File: src/psm_pkg.sv
package psm_pkg;

	// Pin group widths of the multiplexed groups.
	localparam int CS_SHARED_W = 4;
	localparam int CELL_SOLO_W = 2;
	localparam int SP1_SOLO_W = 2;
	localparam int HP_SHARED_W = 8;
	localparam int GP_UPPER_W = 7;

	// Settling time for the straps after reset release, and its cycle count.
	localparam int CLK_PERIOD_PS = 5000;
	localparam int STRAP_SETTLE_PS = 10000;
	localparam int STRAP_SETTLE_CYC_I = (STRAP_SETTLE_PS + CLK_PERIOD_PS - 1) / CLK_PERIOD_PS;
	localparam logic [1:0] STRAP_SETTLE_CYC = 2'(STRAP_SETTLE_CYC_I);

	// Values that the latched straps hold before capture, and the reset value of the port-2 select synchronizer.
	localparam logic CELL_SEL_RST = 1'b0;
	localparam logic PCI_SEL_RST = 1'b0;
	localparam logic SP2_SEL_RST = 1'b0;
	localparam logic EEPROM_AUTOINIT_STRAP_RST = 1'b0;

	typedef enum logic [1:0] {
		PSM_SETTLE = 2'b01,
		PSM_RUN = 2'b10
	} psm_state_e;

endpackage

File: src/psm_pin_mux.sv
`timescale 1ns/1ps
// Contract
// - Capture cell, PCI and autoinit straps when the settle count runs out after reset release; port-2 select is followed live, not captured.
// - Cell select 0: serial port 1 owns shared pins, cell solo pins Hi-Z.
// - Cell select 1: cell port owns shared pins, serial port 1 solo pins Hi-Z.
// - PCI select 0: host port owns shared host/PCI pins, upper pins usable as GPIO.
// - PCI deselected: byte-enable-0 and EEPROM chip-select pins held Hi-Z.
// - PCI deselected: upper pin is GPIO per its enable bit, driven only when its enable and direction bits are both set.
// - PCI select 1: host port disabled, shared host/PCI pins belong to PCI.
// - PCI select 1: upper pins serve PCI, not GPIO.
// - Serial port 2 off and EEPROM on only when PCI is 1 and port-2 select 0.
// - PCI, port 2 off and autoinit strap 1: start EEPROM load when the straps are captured after reset release.
// - Port-2 select rising after reset enables port 2 and stops EEPROM, no reset.
// - Timers, serial port 0, lower GPIO and coprocessors are always available.
// - Autoinit strap 0 disables EEPROM load; 1 loads when EEPROM pins enabled.
module psm_pin_mux
	import psm_pkg::*;
(
	input wire logic clk,
	input wire logic reset,
	input wire logic cfg_strap_cell_select_pin,
	input wire logic pci_select_pin,
	input wire logic serial_port2_select,
	input wire logic cfg_strap_eeprom_pin,
	input wire logic [GP_UPPER_W-1:0] gpio_pin_enable_bit,
	input wire logic [GP_UPPER_W-1:0] gpio_pin_direction_bit,
	input wire logic [GP_UPPER_W-1:0] gpio_upper_out,
	input wire logic [GP_UPPER_W-1:0] pci_upper_out,
	input wire logic [GP_UPPER_W-1:0] pci_upper_oe,
	input wire logic [CS_SHARED_W-1:0] sp1_shared_out,
	input wire logic [CS_SHARED_W-1:0] sp1_shared_oe,
	input wire logic [CS_SHARED_W-1:0] cell_shared_out,
	input wire logic [CS_SHARED_W-1:0] cell_shared_oe,
	input wire logic [CELL_SOLO_W-1:0] cell_solo_out,
	input wire logic [SP1_SOLO_W-1:0] sp1_solo_out,
	input wire logic [HP_SHARED_W-1:0] host_shared_out,
	input wire logic [HP_SHARED_W-1:0] host_shared_oe,
	input wire logic [HP_SHARED_W-1:0] pci_shared_out,
	input wire logic [HP_SHARED_W-1:0] pci_shared_oe,
	input wire logic pci_be0_out,
	input wire logic pci_be0_drive,
	input wire logic eeprom_cs_out,
	output logic cfg_valid,
	output logic cell_port_enable,
	output logic serial_port1_enable,
	output logic host_port_enable,
	output logic pci_enable,
	output logic serial_port2_enable,
	output logic eeprom_enable,
	output logic eeprom_load_start,
	output logic core_periph_enable,
	output logic [GP_UPPER_W-1:0] gpio_upper_is_gpio,
	output logic [CS_SHARED_W-1:0] cs_shared_pin_o,
	output logic [CS_SHARED_W-1:0] cs_shared_pin_oe,
	output logic [CELL_SOLO_W-1:0] cell_solo_pin_o,
	output logic [CELL_SOLO_W-1:0] cell_solo_pin_oe,
	output logic [SP1_SOLO_W-1:0] sp1_solo_pin_o,
	output logic [SP1_SOLO_W-1:0] sp1_solo_pin_oe,
	output logic [HP_SHARED_W-1:0] hp_shared_pin_o,
	output logic [HP_SHARED_W-1:0] hp_shared_pin_oe,
	output logic [GP_UPPER_W-1:0] gp_upper_pin_o,
	output logic [GP_UPPER_W-1:0] gp_upper_pin_oe,
	output logic pci_be0_pin_o,
	output logic pci_be0_pin_oe,
	output logic eeprom_cs_pin_o,
	output logic eeprom_cs_pin_oe
);

	psm_state_e state_r, state_nxt;
	logic [1:0] settle_r, settle_nxt;
	logic cell_sel_r, cell_sel_nxt;
	logic pci_sel_r, pci_sel_nxt;
	logic eeprom_autoinit_strap_r, eeprom_autoinit_strap_nxt;
	logic sp2_meta_r, sp2_sync_r;
	logic load_r, load_nxt;
	logic valid;
	logic sp2_on;

	// The port-2 select is the only strap that may move in operation.
	always_ff @(posedge clk or posedge reset) begin
		if (reset) begin
			sp2_meta_r <= SP2_SEL_RST;
			sp2_sync_r <= SP2_SEL_RST;
		end else begin
			sp2_meta_r <= serial_port2_select;
			sp2_sync_r <= sp2_meta_r;
		end
	end

	// Straps are taken once the settle count has run out after release, so the
	// synchronised port-2 select is already valid when the load decision is made.
	always_comb begin
		state_nxt = state_r;
		settle_nxt = settle_r;
		cell_sel_nxt = cell_sel_r;
		pci_sel_nxt = pci_sel_r;
		eeprom_autoinit_strap_nxt = eeprom_autoinit_strap_r;
		load_nxt = 1'b0;
		case (state_r)
			PSM_SETTLE: begin
				if (settle_r == STRAP_SETTLE_CYC) begin
					state_nxt = PSM_RUN;
					cell_sel_nxt = cfg_strap_cell_select_pin;
					pci_sel_nxt = pci_select_pin;
					eeprom_autoinit_strap_nxt = cfg_strap_eeprom_pin;
					load_nxt = pci_select_pin & ~sp2_sync_r & cfg_strap_eeprom_pin;
				end else begin
					settle_nxt = settle_r + 2'd1;
				end
			end
			PSM_RUN: begin
				state_nxt = PSM_RUN;
			end
			default: begin
				state_nxt = PSM_SETTLE;
				settle_nxt = '0;
			end
		endcase
	end

	always_ff @(posedge clk or posedge reset) begin
		if (reset) begin
			state_r <= PSM_SETTLE;
			settle_r <= '0;
			cell_sel_r <= CELL_SEL_RST;
			pci_sel_r <= PCI_SEL_RST;
			eeprom_autoinit_strap_r <= EEPROM_AUTOINIT_STRAP_RST;
			load_r <= 1'b0;
		end else begin
			state_r <= state_nxt;
			settle_r <= settle_nxt;
			cell_sel_r <= cell_sel_nxt;
			pci_sel_r <= pci_sel_nxt;
			eeprom_autoinit_strap_r <= eeprom_autoinit_strap_nxt;
			load_r <= load_nxt;
		end
	end

	assign valid = (state_r == PSM_RUN);
	assign sp2_on = ~pci_sel_r | sp2_sync_r;
	assign eeprom_load_start = load_r;

	// Registered enables and pin drivers; nothing drives a pin before capture.
	logic [7:0] en_r, en_nxt;
	logic [CS_SHARED_W-1:0] cs_o_nxt, cs_oe_nxt;
	logic [CELL_SOLO_W-1:0] cell_oe_nxt;
	logic [SP1_SOLO_W-1:0] sp1_oe_nxt;
	logic [HP_SHARED_W-1:0] hp_o_nxt, hp_oe_nxt;
	logic [GP_UPPER_W-1:0] gp_o_nxt, gp_oe_nxt, gp_is_nxt;
	logic be0_oe_nxt, cs_pin_oe_nxt;

	always_comb begin
		en_nxt = '0;
		cs_o_nxt = '0;
		cs_oe_nxt = '0;
		cell_oe_nxt = '0;
		sp1_oe_nxt = '0;
		hp_o_nxt = '0;
		hp_oe_nxt = '0;
		be0_oe_nxt = 1'b0;
		cs_pin_oe_nxt = 1'b0;
		en_nxt[7] = 1'b1;
		if (valid) begin
			en_nxt[0] = 1'b1;
			en_nxt[1] = cell_sel_r;
			en_nxt[2] = ~cell_sel_r;
			en_nxt[3] = ~pci_sel_r;
			en_nxt[4] = pci_sel_r;
			en_nxt[5] = sp2_on;
			en_nxt[6] = ~sp2_on;
			if (cell_sel_r) begin
				cs_o_nxt = cell_shared_out;
				cs_oe_nxt = cell_shared_oe;
				cell_oe_nxt = '1;
			end else begin
				cs_o_nxt = sp1_shared_out;
				cs_oe_nxt = sp1_shared_oe;
				sp1_oe_nxt = '1;
			end
			if (pci_sel_r) begin
				hp_o_nxt = pci_shared_out;
				hp_oe_nxt = pci_shared_oe;
				be0_oe_nxt = pci_be0_drive;
				cs_pin_oe_nxt = ~sp2_on;
			end else begin
				hp_o_nxt = host_shared_out;
				hp_oe_nxt = host_shared_oe;
			end
		end
	end

	genvar gi;
	generate
		for (gi = 0; gi < GP_UPPER_W; gi++) begin : g_upper
			always_comb begin
				gp_is_nxt[gi] = valid & ~pci_sel_r & gpio_pin_enable_bit[gi];
				if (!valid) begin
					gp_o_nxt[gi] = 1'b0;
					gp_oe_nxt[gi] = 1'b0;
				end else if (pci_sel_r) begin
					gp_o_nxt[gi] = pci_upper_out[gi];
					gp_oe_nxt[gi] = pci_upper_oe[gi];
				end else begin
					gp_o_nxt[gi] = gpio_upper_out[gi];
					gp_oe_nxt[gi] = gpio_pin_enable_bit[gi] & gpio_pin_direction_bit[gi];
				end
			end
		end
	endgenerate

	always_ff @(posedge clk or posedge reset) begin
		if (reset) begin
			en_r <= 8'h80;
			cs_shared_pin_o <= '0;
			cs_shared_pin_oe <= '0;
			cell_solo_pin_o <= '0;
			cell_solo_pin_oe <= '0;
			sp1_solo_pin_o <= '0;
			sp1_solo_pin_oe <= '0;
			hp_shared_pin_o <= '0;
			hp_shared_pin_oe <= '0;
			gp_upper_pin_o <= '0;
			gp_upper_pin_oe <= '0;
			gpio_upper_is_gpio <= '0;
			pci_be0_pin_o <= 1'b0;
			pci_be0_pin_oe <= 1'b0;
			eeprom_cs_pin_o <= 1'b0;
			eeprom_cs_pin_oe <= 1'b0;
		end else begin
			en_r <= en_nxt;
			cs_shared_pin_o <= cs_o_nxt;
			cs_shared_pin_oe <= cs_oe_nxt;
			cell_solo_pin_o <= cell_solo_out;
			cell_solo_pin_oe <= cell_oe_nxt;
			sp1_solo_pin_o <= sp1_solo_out;
			sp1_solo_pin_oe <= sp1_oe_nxt;
			hp_shared_pin_o <= hp_o_nxt;
			hp_shared_pin_oe <= hp_oe_nxt;
			gp_upper_pin_o <= gp_o_nxt;
			gp_upper_pin_oe <= gp_oe_nxt;
			gpio_upper_is_gpio <= gp_is_nxt;
			pci_be0_pin_o <= pci_be0_out;
			pci_be0_pin_oe <= be0_oe_nxt;
			eeprom_cs_pin_o <= eeprom_cs_out;
			eeprom_cs_pin_oe <= cs_pin_oe_nxt;
		end
	end

	assign cfg_valid = en_r[0];
	assign cell_port_enable = en_r[1];
	assign serial_port1_enable = en_r[2];
	assign host_port_enable = en_r[3];
	assign pci_enable = en_r[4];
	assign serial_port2_enable = en_r[5];
	assign eeprom_enable = en_r[6];
	assign core_periph_enable = en_r[7];

	strap_capture_a: assert property (@(posedge clk) disable iff (reset)
		$rose(valid) |-> cell_sel_r == $past(cfg_strap_cell_select_pin)
			&& eeprom_autoinit_strap_r == $past(cfg_strap_eeprom_pin))
		else $error("straps not captured at settle end");
	cell_off_hiz_a: assert property (@(posedge clk) disable iff (reset)
		valid && !cell_sel_r |=> cell_solo_pin_oe == '0 && serial_port1_enable
			&& cs_shared_pin_oe == $past(sp1_shared_oe))
		else $error("cell solo pins driven or port 1 not owner");
	sp1_off_hiz_a: assert property (@(posedge clk) disable iff (reset)
		valid && cell_sel_r |=> sp1_solo_pin_oe == '0 && cell_port_enable
			&& cs_shared_pin_o == $past(cell_shared_out))
		else $error("port 1 solo pins driven or cell port not owner");
	host_owner_a: assert property (@(posedge clk) disable iff (reset)
		valid && !pci_sel_r |=> host_port_enable && !pci_enable
			&& hp_shared_pin_oe == $past(host_shared_oe))
		else $error("host port does not own shared pins");
	pci_solo_hiz_a: assert property (@(posedge clk) disable iff (reset)
		valid && !pci_sel_r |=> !pci_be0_pin_oe && !eeprom_cs_pin_oe)
		else $error("PCI solo pin driven while PCI off");
	gpio_cfg_a: assert property (@(posedge clk) disable iff (reset)
		valid && !pci_sel_r |=> gp_upper_pin_oe
			== ($past(gpio_pin_enable_bit) & $past(gpio_pin_direction_bit)))
		else $error("upper pin drive ignores enable and direction");
	pci_owner_a: assert property (@(posedge clk) disable iff (reset)
		valid && pci_sel_r |=> !host_port_enable
			&& hp_shared_pin_o == $past(pci_shared_out))
		else $error("PCI does not own shared pins");
	upper_pci_a: assert property (@(posedge clk) disable iff (reset)
		valid && pci_sel_r |=> gpio_upper_is_gpio == '0
			&& gp_upper_pin_oe == $past(pci_upper_oe))
		else $error("upper pins left as GPIO under PCI");
	sp2_select_a: assert property (@(posedge clk) disable iff (reset)
		valid |=> serial_port2_enable == !eeprom_enable
			&& eeprom_enable == ($past(pci_sel_r) && !$past(sp2_sync_r)))
		else $error("port 2 and EEPROM selection wrong");
	autoinit_a: assert property (@(posedge clk) disable iff (reset)
		eeprom_load_start |-> $past(pci_select_pin) && $past(cfg_strap_eeprom_pin)
			&& !$past(sp2_sync_r) ##1 !eeprom_load_start[*2])
		else $error("EEPROM load start wrong");
	sp2_dyn_a: assert property (@(posedge clk) disable iff (reset)
		valid && $rose(serial_port2_select) |-> ##3 serial_port2_enable
			&& !eeprom_enable)
		else $error("port 2 not enabled three cycles after select");
	core_on_a: assert property (@(posedge clk) disable iff (reset)
		core_periph_enable)
		else $error("core peripherals disabled");
	sync_delay_a: assert property (@(posedge clk) disable iff (reset)
		$changed(sp2_sync_r) |-> sp2_sync_r == $past(serial_port2_select, 2))
		else $error("port 2 select not two stages");
	eeprom_autoinit_strap_off_a: assert property (@(posedge clk) disable iff (reset)
		$rose(valid) && !eeprom_autoinit_strap_r |-> !eeprom_load_start)
		else $error("EEPROM loaded with autoinit strap low");

	cell_mode_c: cover property (@(posedge clk) disable iff (reset)
		valid && cell_sel_r ##1 cell_port_enable);
	eeprom_load_c: cover property (@(posedge clk) disable iff (reset)
		eeprom_load_start);
	sp2_switch_c: cover property (@(posedge clk) disable iff (reset)
		eeprom_enable ##[1:20] serial_port2_enable);
	gpio_mode_c: cover property (@(posedge clk) disable iff (reset)
		valid && !pci_sel_r ##1 gp_upper_pin_oe != '0);

endmodule

File: config.mk
export PLATFORM = sky130hd
export DESIGN_NAME = psm_pin_mux
export DESIGN_NICKNAME = d
export VERILOG_FILES = /design/src/psm_pkg.sv /design/src/psm_pin_mux.sv
export SDC_FILE = /design/constraint.sdc
export NUM_CORES = 1
export LEC_CHECK = 0
export BUFFER_PORTS_ARGS = -buffer_cell sky130_fd_sc_hd__buf_4
export CAP_MARGIN = 20
export CORE_MARGIN = 10
export CORE_UTILIZATION = 39
export CTS_CLUSTER_DIAMETER = 50
export DETAILED_ROUTE_END_ITERATION = 8
export GPL_ROUTABILITY_DRIVEN = 0
export MAX_ROUTING_LAYER = met4
export PLACE_DENSITY = 0.75
export SYNTH_ARGS = -nofsm -noshare
export SYNTH_HDL_FRONTEND = slang
export SYNTH_SLANG_ARGS = --single-unit
File: constraint.sdc
create_clock -name clk -period 1.97 [get_ports clk]
set_input_delay 0.197 -clock clk [delete_from_list [all_inputs] [get_ports clk]]
set_output_delay 0.197 -clock clk [all_outputs]
set_load 0.1 [all_outputs]
Yosys cells after proc, flatten, opt, wreduce, memory -nomap -nowiden
Index checks and enable logic that the tools add are counted.
{"block": "totals", "romBits": 0, "reg_bits": 73, "mem_count": 0, "elab_cells": 105, "mem_bits_rw": 0, "latch_bits": 0}
{"block": "op_classes", "div_mod_pow": 0, "reduce_logical": 2, "muxes": 51, "bitwise_logic": 23, "n_lt_le_gt_ge": 0, "n_addsub": 1, "n_mul": 0, "shift": 0, "n_eq_ne": 5}
{"cell": "1-bit two-way mux", "count": 34}
{"cell": "8-bit two-way mux", "count": 4}
{"cell": "1-bit AND", "count": 17}
{"cell": "4-bit two-way mux", "count": 4}
{"cell": "2-bit two-way mux", "count": 6}
{"cell": "2-bit case mux with 2 select lines", "count": 2}
{"cell": "7-bit two-way mux", "count": 1}
{"cell": "1-bit NOT", "count": 5}
{"cell": "2-bit equality test, second input constant", "count": 2}
{"cell": "2-bit != test, second input constant", "count": 2}
{"cell": "2-bit AND reduction", "count": 2}
{"cell": "2-bit by 1-bit adder with 2-bit output, second input constant", "count": 1}
{"cell": "2-bit by 1-bit equality test with 1-bit output, second input constant", "count": 1}
{"cell": "1-bit OR", "count": 1}

Logic depth before layout (Yosys ltp)
Gate-level depths: netlist of run 1.
{"block": "depth", "word_depth": 5, "depth_mapped": 6}

Worst setup path before layout of run 1
Ideal clock, no wire load.
{"block": "synth_path", "path_type": "register -> output", "start": "reg en_r[1] (netlist name)", "end": "out cell_solo_pin_oe[0]", "t_arrival_ns": 1.341, "setup_slack_ns": 0.432, "path_stages_with_launch": 2, "t_required_ns": 1.773, "path_cell_list": "dfrtp_1 buf_4"}
{"element": "end, declared", "line_no": "psm_pin_mux.sv:56", "source": "output logic [CELL_SOLO_W-1:0] cell_solo_pin_oe,"}

Worst setup path in the final report of run 1
{"block": "layout_path", "start": "reg state_r[0]", "end": "reg en_r[6]"}
{"block": "layout_between", "elab_chain_cells": 2}
{"element": "start, declared", "line_no": "psm_pin_mux.sv:69", "source": "psm_state_e state_r, state_nxt;"}
{"element": "start signal, assigned", "line_no": "psm_pin_mux.sv:130", "source": "state_r <= state_nxt;"}
{"element": "2-bit equality test", "line_no": "psm_pin_mux.sv:139", "source": "assign valid = (state_r == PSM_RUN);"}
{"element": "7-bit two-way mux", "line_no": "psm_pin_mux.sv:163", "source": "if (valid) begin"}
{"element": "via en_nxt[6]", "line_no": "psm_pin_mux.sv:144", "source": "logic [7:0] en_r, en_nxt;"}
{"element": "end signal, assigned", "line_no": "psm_pin_mux.sv:230", "source": "en_r <= en_nxt;"}
{"element": "end, declared", "line_no": "psm_pin_mux.sv:144"}
The timed path passes the listed nets, and every way through them passes these cells.
A chain may end at the register's enable or synchronous reset.

==> key figures, run 1 <==
Synthesis
  • Mean post-synth cell area: 13.22 sq um
  • Post-synthesis cell type count: 24
  • Yosys top cell by area: dfrtp_1
  • Register area share after synthesis: 63.47%
  • Synth Register Bits: 69
  • Top-area cell type share of the netlist area: 62.50%
  • Cell count after synthesis: 206
  • Area contributors post-synth: dfrtp_1, mux2i_1, nor2b_1, and2_1, a21boi_0
  • Synth Warn #: 0
  • Synth Cell Area: 2723 sq um
  • Synthesized Nets: 305

Pwr
  • Cell leakage power: 2.205 nW
  • Power Internal: 2.713 mW
  • Clock share of power: 35.2%
  • Sequential power share: 37.6%
  • Logic pwr share: 27.2%
  • Total Power: 4.078 mW
  • Sw power: 1.365 mW
  • Pwr dens: 941.2 nW/um^2
  • Worst VDD drop: 0.4326 mV
  • Net Sw Frac: 33.48%

Final layout
  • Area grow syn2layout: 59.15%
  • Final non-filler cell total: 477
  • Fill cells: 537
  • Ant diodes: 0
  • Final #Nets: 475
  • Util after Layout: 63.78%
  • Share of cells above drive strength 1: 49.61%

Worst setup path
  • CP Data Arrival Time: 1.84 ns
  • Crit path max fanout: 28
  • Worst EP required: 2.19 ns
  • FF-to-FF Start: state_r[0]
  • Worst setup SP type: flip-flop
  • Setup crit start: state_r[0]
  • CP Class: reg2reg
  • Crit end category: flip-flop

Clocking
  • Total clock sinks: 69
  • Worst-Skew Late Latency: 0.33 ns
  • Clock root cell: clkbuf_8
  • H-tree depth: 3
  • Longest Clk Path Bufs: 2
  • Num CTS Buffers: 9
  • CTS tree: built
  • Clk slew on worst S/H paths: 0.08 ns

Global route
  • Initial antenna violation count: 0
  • Grt ovf: 0
  • Vias in the first global route: 2315
  • First-pass GRT wire length: 12200 um
  • Largest net degree at the start of global routing: 32
  • Total track usage: 14.70%

Timing
  • Post-route clock skew: 0.007097 ns
  • Final setup margin: 0.3478 ns
  • Slew Limit Fails: 0
  • Setup TNS: 0 ns
  • Final Cycle Share: 82.34%
  • Max frequency: 616.5 MHz
  • Slew headroom: 57.90%
  • Hold Vio Cnt, Final: 0
  • Tmin final: 1.622 ns
  • Setup violations, final: 0
  • RSZ-0062 raised after global routing: no
  • Slew at the pin closest to its max-slew limit: 0.6306 ns

Placed design
  • Pre-CTS setup slack: 0.3447 ns
  • Detailed Place HPWL: 6379 um
  • Placed Cells: 453
  • # port buffers: 160

Min path
  • Hold crit path type: in2reg
  • Worst hold start: gpio_pin_enable_bit[0]

Die
  • Num rows: 30
  • Top-Level Pins: 162
  • Die W: 103.6 um
  • Initial Util: 40.07%
  • Core footprint: 6794 sq um
  • Full die area: 10720 sq um
  • Chip height: 103.6 um

Drt
  • Vias: 2094
  • Final WL: 7830 um
  • Post-route ant nets: 0
  • Detailed Route Iter0 Violations: 46
  • Routed wire per std cell: 16.42 um
  • Drt pass-1 iters: 4
  • Via-to-Cell Ratio: 4.390
  • Number of remaining DRC errors: 0

Status
  • Outcome: finished, final reports clean

Flow run
  • Max cap viols: 0
==> cells in the mapped netlist (all sizes together) <==
cell	instances
and3	1
nor2b	33
mux2	3
o311ai	1
a21boi	8
buf	12
mux2i	32
nand3b	7
o211ai	1
dfstp	1
nand2b	1
ha	3
inv	5
nand2	11
dfrtp	68
or4b	1
and2	11
nand3	1
conb	1
nor3	1
clkbuf	4
==> cell families after synthesis <==
family / Yosys count / share of synthesized area (%)
and+or+nand+nor: 67 / 14.75
AOI/OAI and AO/OA: 10 / 2.804
adders and majority gates: 3 / 1.379
muxes: 35 / 13.01
buffers and inverters: 21 / 4.457
other: 1 / 0.1377
DFF: 69 / 63.47
==> registers in the layout, summed over array words and instances, names as in the netlist <==
name	flops
eeprom_cs_pin_oe	1
settle_r	2
eeprom_load_start	1
cs_shared_pin_o	4
pci_be0_pin_oe	1
sp2_sync_r	1
eeprom_cs_pin_o	1
hp_shared_pin_oe	8
gp_upper_pin_oe	7
gp_upper_pin_o	7
cell_solo_pin_o	2
sp2_meta_r	1
pci_be0_pin_o	1
cell_sel_r	1
hp_shared_pin_o	8
gpio_upper_is_gpio	7
sp1_solo_pin_o	2
state_r	2
pci_sel_r	1
en_r	7
cs_shared_pin_oe	4
==> metrics by stage <==
step / hold WS, ns / instance area, sq um
2_1_floorplan: 0.2284 / 2723
3_3_place_gp: 0.3069 / 3995
3_5_place_dp: 0.3082 / 3995
4_1_cts: 0.06303 / 4333
5_1_grt: 0.07056 / 4333
6_report: 0.07841 / 4333
==> layout by cell type, fill, tap and decap left out, drive strengths merged <==
| cell | Yosys | final |
|---|---|---|
| mux2i | 32 | 32 |
| nand3 | 1 | 1 |
| o311ai | 1 | 1 |
| and2 | 11 | 11 |
| and3 | 1 | 1 |
| conb | 1 | 1 |
| dfstp | 1 | 1 |
| clkinv | 0 | 1 |
| nand2 | 11 | 11 |
| inv | 5 | 5 |
| dlygate4sd3 | 0 | 8 |
| ha | 3 | 3 |
| mux2 | 3 | 3 |
| dfrtp | 68 | 68 |
| nor3 | 1 | 1 |
| or4b | 1 | 1 |
| clkbuf | 4 | 11 |
| nand3b | 7 | 7 |
| buf | 12 | 167 |
| nand2b | 1 | 1 |
| nor2b | 33 | 33 |
| a21boi | 8 | 8 |
| bufinv | 0 | 3 |
| clkinvlp | 0 | 1 |
| o211ai | 1 | 1 |
==> layout make-up <==
class	count	area, sq um	share of cell area, %
sequential	69	1729	39.91
multi-input combinational	116	873.3	20.16
clock buffer	11	151.4	3.494
tap	96	120.1	2.772
inverter	5	18.77	0.4332
timing repair buffer	175	1334	30.78
clock inverter	5	106.4	2.455
==> power groups by stage <==
stage	Clock [mW]	Sequential, mW	Combinational, mW
3_5_place_dp	0	1.56	1.11
2_1_floorplan	0	2.16	0.176
6_report	1.43	1.53	1.11
5_1_grt	1.52	1.54	1.15
4_1_cts	1.47	1.54	1.12
3_3_place_gp	0	1.56	1.10
==> layer usage <==
metal,global-route usage (%),wire length (um),vias up,share of wire [%]
met5,-,0,-,0
met4,4.435,65,0,0.83
met3,4.833,490,8,6.3
met2,25.14,4171,97,53
met1,15.81,3102,986,40
li1,-,-,1003,-
==> worst max-delay path, cell delays in order (launching register included) <==
cell     delay (ns)
dfstp_2        0.54
inv_1          0.04
ha_1           0.31
buf_4          0.26
and2_1         0.19
and2_1         0.16
==> path summary, 6_finish.rpt <==
check,depth (start not counted),slack (ns),to
worst max register to register,5,0.35,en_r[6]
worst max-delay path,5,0.35,en_r[6]
worst min-delay path,2,0.08,gpio_upper_is_gpio[0]
max in group asynchronous,4,0.74,gp_upper_pin_oe[3]
min in group asynchronous,3,0.51,cs_shared_pin_o[2]
worst min register to register,0,0.35,sp2_sync_r
==> what timing repair did <==
item	4_1_cts	5_1_grt
hold endpoints to repair	35	0
gates resized for setup	0	0
hold buffers	8	0
buffers inserted	0	0
Note: power is estimated with default switching activity, not from simulation.
==> run 2: changes to the inputs <==
--- a/config.mk
+++ b/config.mk
@@ -5,15 +5,16 @@
 export SDC_FILE = /design/constraint.sdc
 export NUM_CORES = 1
 export LEC_CHECK = 0
+export ABC_AREA = 1
 export BUFFER_PORTS_ARGS = -buffer_cell sky130_fd_sc_hd__buf_4
 export CAP_MARGIN = 20
 export CORE_MARGIN = 10
-export CORE_UTILIZATION = 39
+export CORE_UTILIZATION = 42
 export CTS_CLUSTER_DIAMETER = 50
 export DETAILED_ROUTE_END_ITERATION = 8
 export GPL_ROUTABILITY_DRIVEN = 0
 export MAX_ROUTING_LAYER = met4
-export PLACE_DENSITY = 0.75
+export PLACE_DENSITY = 0.78
 export SYNTH_ARGS = -nofsm -noshare
 export SYNTH_HDL_FRONTEND = slang
 export SYNTH_SLANG_ARGS = --single-unit
==> constraint.sdc (replaced) <==
create_clock -name clk -period 1.55 [get_ports clk]
set_input_delay 0.155 -clock clk [delete_from_list [all_inputs] [get_ports clk]]
set_output_delay 0.155 -clock clk [all_outputs]
set_load 0.1 [all_outputs]
==> run 2 against run 1 <==
  * Synthesized cell count is 24% higher
  * Critical path depth up 3
  * Register-to-register slack worse by 0.30 ns
  * Area after synthesis is 5.8% lower
  * Combinational power increased by 33%
  * Sequential share of layout area shrank 0.36 points
  * Maximum frequency is 7.7% higher
  * Power increased by 23%
==> key figures, run 2 <==
Timing
  • Tmin final: 1.506 ns
  • Slew Limit Fails: 0
  • Post-route clock skew: 0.01183 ns
  • Hold Vio Cnt, Final: 0
  • Final setup margin: 0.04440 ns
  • Final Cycle Share: 97.14%
  • Max frequency: 664.2 MHz
  • Setup violations, final: 0
  • RSZ-0062 raised after global routing: yes

Synthesis
  • Top-area cell type share of the netlist area: 66.34%
  • Post-synthesis cell type count: 19
  • Ys flop type: dfrtp_1
  • Synth Area in XOR/XNOR: 0%
  • Post-synthesis mux area share: 0%
  • Synth cell count leaders: nand2_1, dfrtp_1, inv_1
  • Synth Warn #: 0
  • Yosys top cell by area: dfrtp_1
  • Post-synthesis simple-gate area fraction: 23.46%
  • Synth Cell Area: 2565 sq um
  • Register area share after synthesis: 67.37%
  • Number of synthesized flops with an enable pin: 0
  • Synth Area in Compound Gates: 0.5854%
  • Post-synthesis adder-cell area fraction: 1.463%
  • Largest family of logic cells by synthesized area: simple AND/OR/NAND/NOR gates
  • Synth Register Bits: 69
  • Area contributors post-synth: dfrtp_1, nand2_1, inv_1, nand2_2, buf_4
  • Cell count after synthesis: 255
  • Top-count cell post-synth: nand2_1
  • Ys async rst share: 100.0%
  • Synthesized Nets: 354
  • Mean post-synth cell area: 10.06 sq um

Placed design
  • Detailed Place HPWL: 6183 um
  • Area after DPL: 3816 sq um
  • Pre-CTS setup slack: -0.1890 ns
  • # port buffers: 160

Clocking
  • Longest Clk Path Bufs: 2
  • CTS tree: built
  • H-tree depth: 3
  • Total clock sinks: 69
  • Worst-Skew Late Latency: 0.34 ns
  • Num CTS Buffers: 9
  • Clk slew on worst S/H paths: 0.08 ns
  • Clock root cell: clkbuf_8

Global route
  • Met2 Usage GRT: 30.36%
  • Most used routing layer in global routing: met2
  • Grt ovf: 0
  • Global routing usage on met3: 5.497%
  • Largest net degree at the start of global routing: 70
  • Initial antenna violation count: 1
  • M1 GR Usage: 18.81%
  • Total track usage: 18.07%
  • First-pass GRT wire length: 13290 um
  • Vias in the first global route: 2659

Final layout
  • Biggest registers after layout: hp_shared_pin_o: 8 flops, hp_shared_pin_oe: 8 flops
  • Share of cells above drive strength 1: 44.71%
  • Design area: 4369 sq um
  • Fill cells: 420
  • Area grow syn2layout: 70.34%
  • Most common cell after layout, fill and taps aside: buf_4
  • Final #Nets: 548
  • Util after Layout: 73.80%
  • Commonest non-fill, non-tap cells in the layout: buf_4, nand2_1, dfrtp_1, dlygate4sd3_1, inv_1

Drt
  • Detailed Route Iter0 Violations: 97
  • Via-to-Cell Ratio: 4.519
  • Routed wire per std cell: 16.49 um
  • Number of remaining DRC errors: 0
  • Drt pass-1 iters: 4
  • Vias: 2395
  • Post-route ant nets: 0
  • Final WL: 8740 um

Die
  • Chip height: 98.15 um
  • Full die area: 9632 sq um
  • Core footprint: 5921 sq um
  • Die W: 98.15 um
  • Num rows: 28
  • Initial Util: 43.32%
  • Top-Level Pins: 162

Pwr
  • Pwr dens: 1151 nW/um^2
  • Total Power: 5.027 mW
  • Cell leakage power: 2.405 nW
  • Worst VDD drop: 0.7718 mV

Worst setup path
  • CP Data Arrival Time: 1.73 ns
  • Worst EP required: 1.78 ns
  • Crit end category: flip-flop
  • Crit path max fanout: 15
  • CP Class: reg2reg
  • Worst setup SP type: flip-flop

Status
  • Outcome: finished, final reports clean

Flow run
  • Max cap viols: 0

Min path
  • Hold crit path type: in2reg
run 2: cell types whose count changed after synthesis, sizes merged, moves of 7 or more:
cell    change
nor2       +14
and2       -11
nand3       +8
nor2b      -33
a21boi      -8
nand3b      -7
mux2i      -32
nand2     +114
inv        +13
run 2: path summary, 6_finish.rpt:
path | cells past startpoint | start | slack [ns] | to
worst max-delay path | 8 | state_r[0] | 0.04 | gp_upper_pin_oe[0]
worst min-delay path | 3 | pci_upper_out[0] | 0.02 | gp_upper_pin_o[0]
worst max register to register | 8 | state_r[0] | 0.04 | gp_upper_pin_oe[0]
worst min register to register | 0 | sp2_meta_r | 0.37 | sp2_sync_r
max in group asynchronous | 4 | reset | 0.74 | state_r[0]
min in group asynchronous | 4 | reset | 0.48 | en_r[2]
run 2: cells by family (layout without fill, tap and decap cells):
family,after synthesis,in the layout
AOI/OAI and AO/OA,3,3
adders and majority gates,3,3
buffers and inverters,31,229
DFF,69,69
other,1,2
and+or+nand+nor,148,149
run 2: cell type report:
type                    instances  area [sq um]  share of cell area (%)
flip-flops and latches         69          1728                   39.55
repair buffers                192          1546                   35.40
multi-input cells             156         681.9                   15.61
clock buffers                  10         137.6                   3.150
well taps                      75         93.84                   2.148
clock inverters                 6         86.33                   1.976
inverters                      20         85.08                   1.947
repair inverters                1         7.507                  0.1718
diodes                          1         2.502                 0.05727
run 2: what timing repair did:
action,CTS,global route
endpoints found under the setup margin,10,45
pin swaps,1,1
resized for setup,0,7
setup buffers,0,2
hold buffers,25,0
endpoints found under the hold margin,88,0
cloned,1,2
run 2: per-layer routing:
metal	vias up	wire, um	part of all wire, %
li1	1143	-	-
met1	1090	3407	39
met2	136	4333	50
met3	26	736	8.4
met4	0	263	3.0
met5	-	0	0
run 2: worst max-delay path, cell delays in order (launching register included):
cell	delay (ns)
dfstp_2	0.55
inv_1	0.04
ha_1	0.21
buf_4	0.16
nand2_4	0.09
inv_4	0.05
clkbuf_16	0.17
nand2_1	0.07
nand2_1	0.05
run 2: power by group:
group	total, mW	internal, mW	switching [mW]
Clock	1.60	0.946	0.658
Sequential	1.94	1.91	0.0378
Combinational	1.48	0.398	1.08
run 2: stage by stage:
stage / setup TNS, ns / hold slack, ns / cells
floorplan: 0 / 0.1864 / 255
global placement: -0.7161 / 0.2648 / 483
detailed placement: -1.173 / 0.2675 / 483
CTS: 0 / 0.0003183 / 525
global route: -0.02502 / 0.007674 / 530
finish: 0 / 0.01523 / 530
==> run 3: changes to the inputs <==
--- a/config.mk
+++ b/config.mk
@@ -9,12 +9,12 @@
 export BUFFER_PORTS_ARGS = -buffer_cell sky130_fd_sc_hd__buf_4
 export CAP_MARGIN = 20
 export CORE_MARGIN = 10
-export CORE_UTILIZATION = 42
+export CORE_UTILIZATION = 33
 export CTS_CLUSTER_DIAMETER = 50
 export DETAILED_ROUTE_END_ITERATION = 8
 export GPL_ROUTABILITY_DRIVEN = 0
 export MAX_ROUTING_LAYER = met4
-export PLACE_DENSITY = 0.78
+export PLACE_DENSITY = 0.64
 export SYNTH_ARGS = -nofsm -noshare
 export SYNTH_HDL_FRONTEND = slang
 export SYNTH_SLANG_ARGS = --single-unit
==> run 3 against run 2 <==
  * Clock power shrank 11%
  * Flip-flop and latch count is the same
  * Cell count grew 6.8%
  * Sequential share of layout area shrank 0.70 points
  * Combinational power is essentially flat
  * Design area grew 1.8%
  * Register-to-register slack gained 0.06 ns
  * Maximum frequency grew 3.9%
  * Largest cell class unchanged
==> key figures, run 3 (synthesis gave the netlist of run 2 again) <==
Status
  • Outcome: finished, final reports clean

Timing
  • Setup TNS: 0 ns
  • Post-route clock skew: 0.009340 ns
  • Hold Vio Cnt, Final: 0
  • Final Cycle Share: 93.47%
  • Max frequency: 690.2 MHz
  • Slew Limit Fails: 0
  • RSZ-0062 raised after global routing: no
  • Tmin final: 1.449 ns
  • Setup violations, final: 0
  • Final setup margin: 0.1012 ns

Die
  • Core footprint: 7647 sq um
  • Num rows: 32
  • Chip height: 108.2 um
  • Top-Level Pins: 162
  • Initial Util: 33.54%
  • Die W: 108.2 um
  • Full die area: 11700 sq um

Worst setup path
  • Worst path depth: 6
  • Crit-path leading delay family: simple AND/OR/NAND/NOR gates
  • Slowest CP cell: dfstp_2
  • Crit end category: flip-flop
  • Critical-path cell list: inv_1 > ha_2 > inv_2 > nor2_4 > inv_1 > nor2_1
  • Cell mode on critical path: inv_1
  • CP Data Arrival Time: 1.71 ns
  • Bufs and invs on worst path: 3
  • FF-to-FF path depth: 6
  • Crit path max fanout: 15
  • CP Class: reg2reg
  • Worst setup SP type: flip-flop
  • Critical path's largest stage delay: 0.37 ns
  • Worst EP required: 1.81 ns

Global route
  • Grt ovf: 0
  • First-pass GRT wire length: 12430 um
  • Largest net degree at the start of global routing: 70
  • Vias in the first global route: 2534
  • Total track usage: 14.21%
  • Initial antenna violation count: 0

Drt
  • DR top layer: met4
  • Vias: 2365
  • Drt pass-1 iters: 4
  • Met3 WL post-DR: 832 um
  • Routed wire per std cell: 14.61 um
  • Post-route ant nets: 0
  • Met1 Wirelength: 3299 um
  • Number of remaining DRC errors: 0
  • Via-to-Cell Ratio: 4.178
  • Detailed Route Iter0 Violations: 76
  • Final WL: 8271 um
  • Wire length on met2: 4024 um

Clocking
  • Post-CTS setup buffer count: 0
  • Longest Clk Path Bufs: 2
  • Num CTS Buffers: 9
  • Total clock sinks: 69
  • Clk slew on worst S/H paths: 0.07 ns
  • H-tree depth: 3
  • Worst-Skew Late Latency: 0.34 ns
  • CTS tree: built
  • Clock root cell: clkbuf_8

Pwr
  • Cell leakage power: 2.424 nW
  • Pwr dens: 1090 nW/um^2
  • Worst VDD drop: 0.4441 mV

Placed design
  • Detailed Place HPWL: 6099 um
  • # port buffers: 160
  • Pre-CTS setup slack: -0.1709 ns

Min path
  • Hold Path Stages: 3
  • Hold crit path type: in2reg

Final layout
  • Final #Nets: 558
  • Ant diodes: 0
  • Biggest registers after layout: hp_shared_pin_o: 8 flops, hp_shared_pin_oe: 8 flops
  • Commonest non-fill, non-tap cells in the layout: buf_4, nand2_1, dfrtp_1, dlygate4sd3_1, inv_1
  • Share of cells above drive strength 1: 43.97%
  • Most common cell after layout, fill and taps aside: buf_4
  • Area grow syn2layout: 73.41%

Flow run
  • Max cap viols: 0
[run 3: through the flow]
stage               cells  instance area, sq um  total power [mW]  util [%]  hold WS, ns
floorplan             255                  2569             2.959         -       0.1864
global placement      515                  3875             3.380     50.67       0.2647
detailed placement    515                  3875             3.390     50.67       0.2657
CTS                   563                  4393             4.898     57.44   0.00003611
global route          566                  4448             5.066     58.16     0.002695
finish                566                  4448             4.850     58.16      0.01457
[run 3: path summary, 6_finish.rpt]
check,endpoint,slack [ns],startpoint
min reg2reg,sp2_sync_r,0.36,sp2_meta_r
max in group asynchronous,state_r[0],0.75,reset
min in group asynchronous,cs_shared_pin_o[0],0.47,reset
max,gpio_upper_is_gpio[2],0.10,state_r[0]
max reg2reg,gpio_upper_is_gpio[2],0.10,state_r[0]
min,hp_shared_pin_oe[1],0.01,host_shared_oe[1]
[run 3: repair_timing]
action                                 CTS  global route
setup endpoints to repair               26            43
pin swaps                                1             1
gates cloned                             1             1
resized for setup                        2             9
endpoints found under the hold margin   94             2
hold buffers                            31             2
[run 3: tightest hold or removal path, delay by kind of cell]
family	cells	cell delay, ns
buffers and inverters	1	0.08
AND/OR/NAND/NOR	2	0.09
[run 3: final cells by class]
type | count | area (sq um)
fill | 666 | 3199
sequential | 69 | 1728
timing repair buffer | 202 | 1628
multi-input combinational | 156 | 679.4
clock buffer | 12 | 145.1
tap | 102 | 127.6
inverter | 20 | 85.08
clock inverter | 4 | 47.55
timing repair inverter | 1 | 7.507
[run 3: metal layers]
metal  global-route usage [%]  vias to the layer above
met5                        -                        -
met2                    22.84                      125
li1                         -                     1162
met3                    5.175                       11
met1                    15.55                     1067
met4                    6.011                        0
[run 3: report_power, final]
group	leakage, nW	internal [mW]	switching (mW)	total, mW
Sequential	0.825	1.91	0.0372	1.94
Clock	0.0964	0.783	0.641	1.42
Combinational	1.50	0.407	1.07	1.48
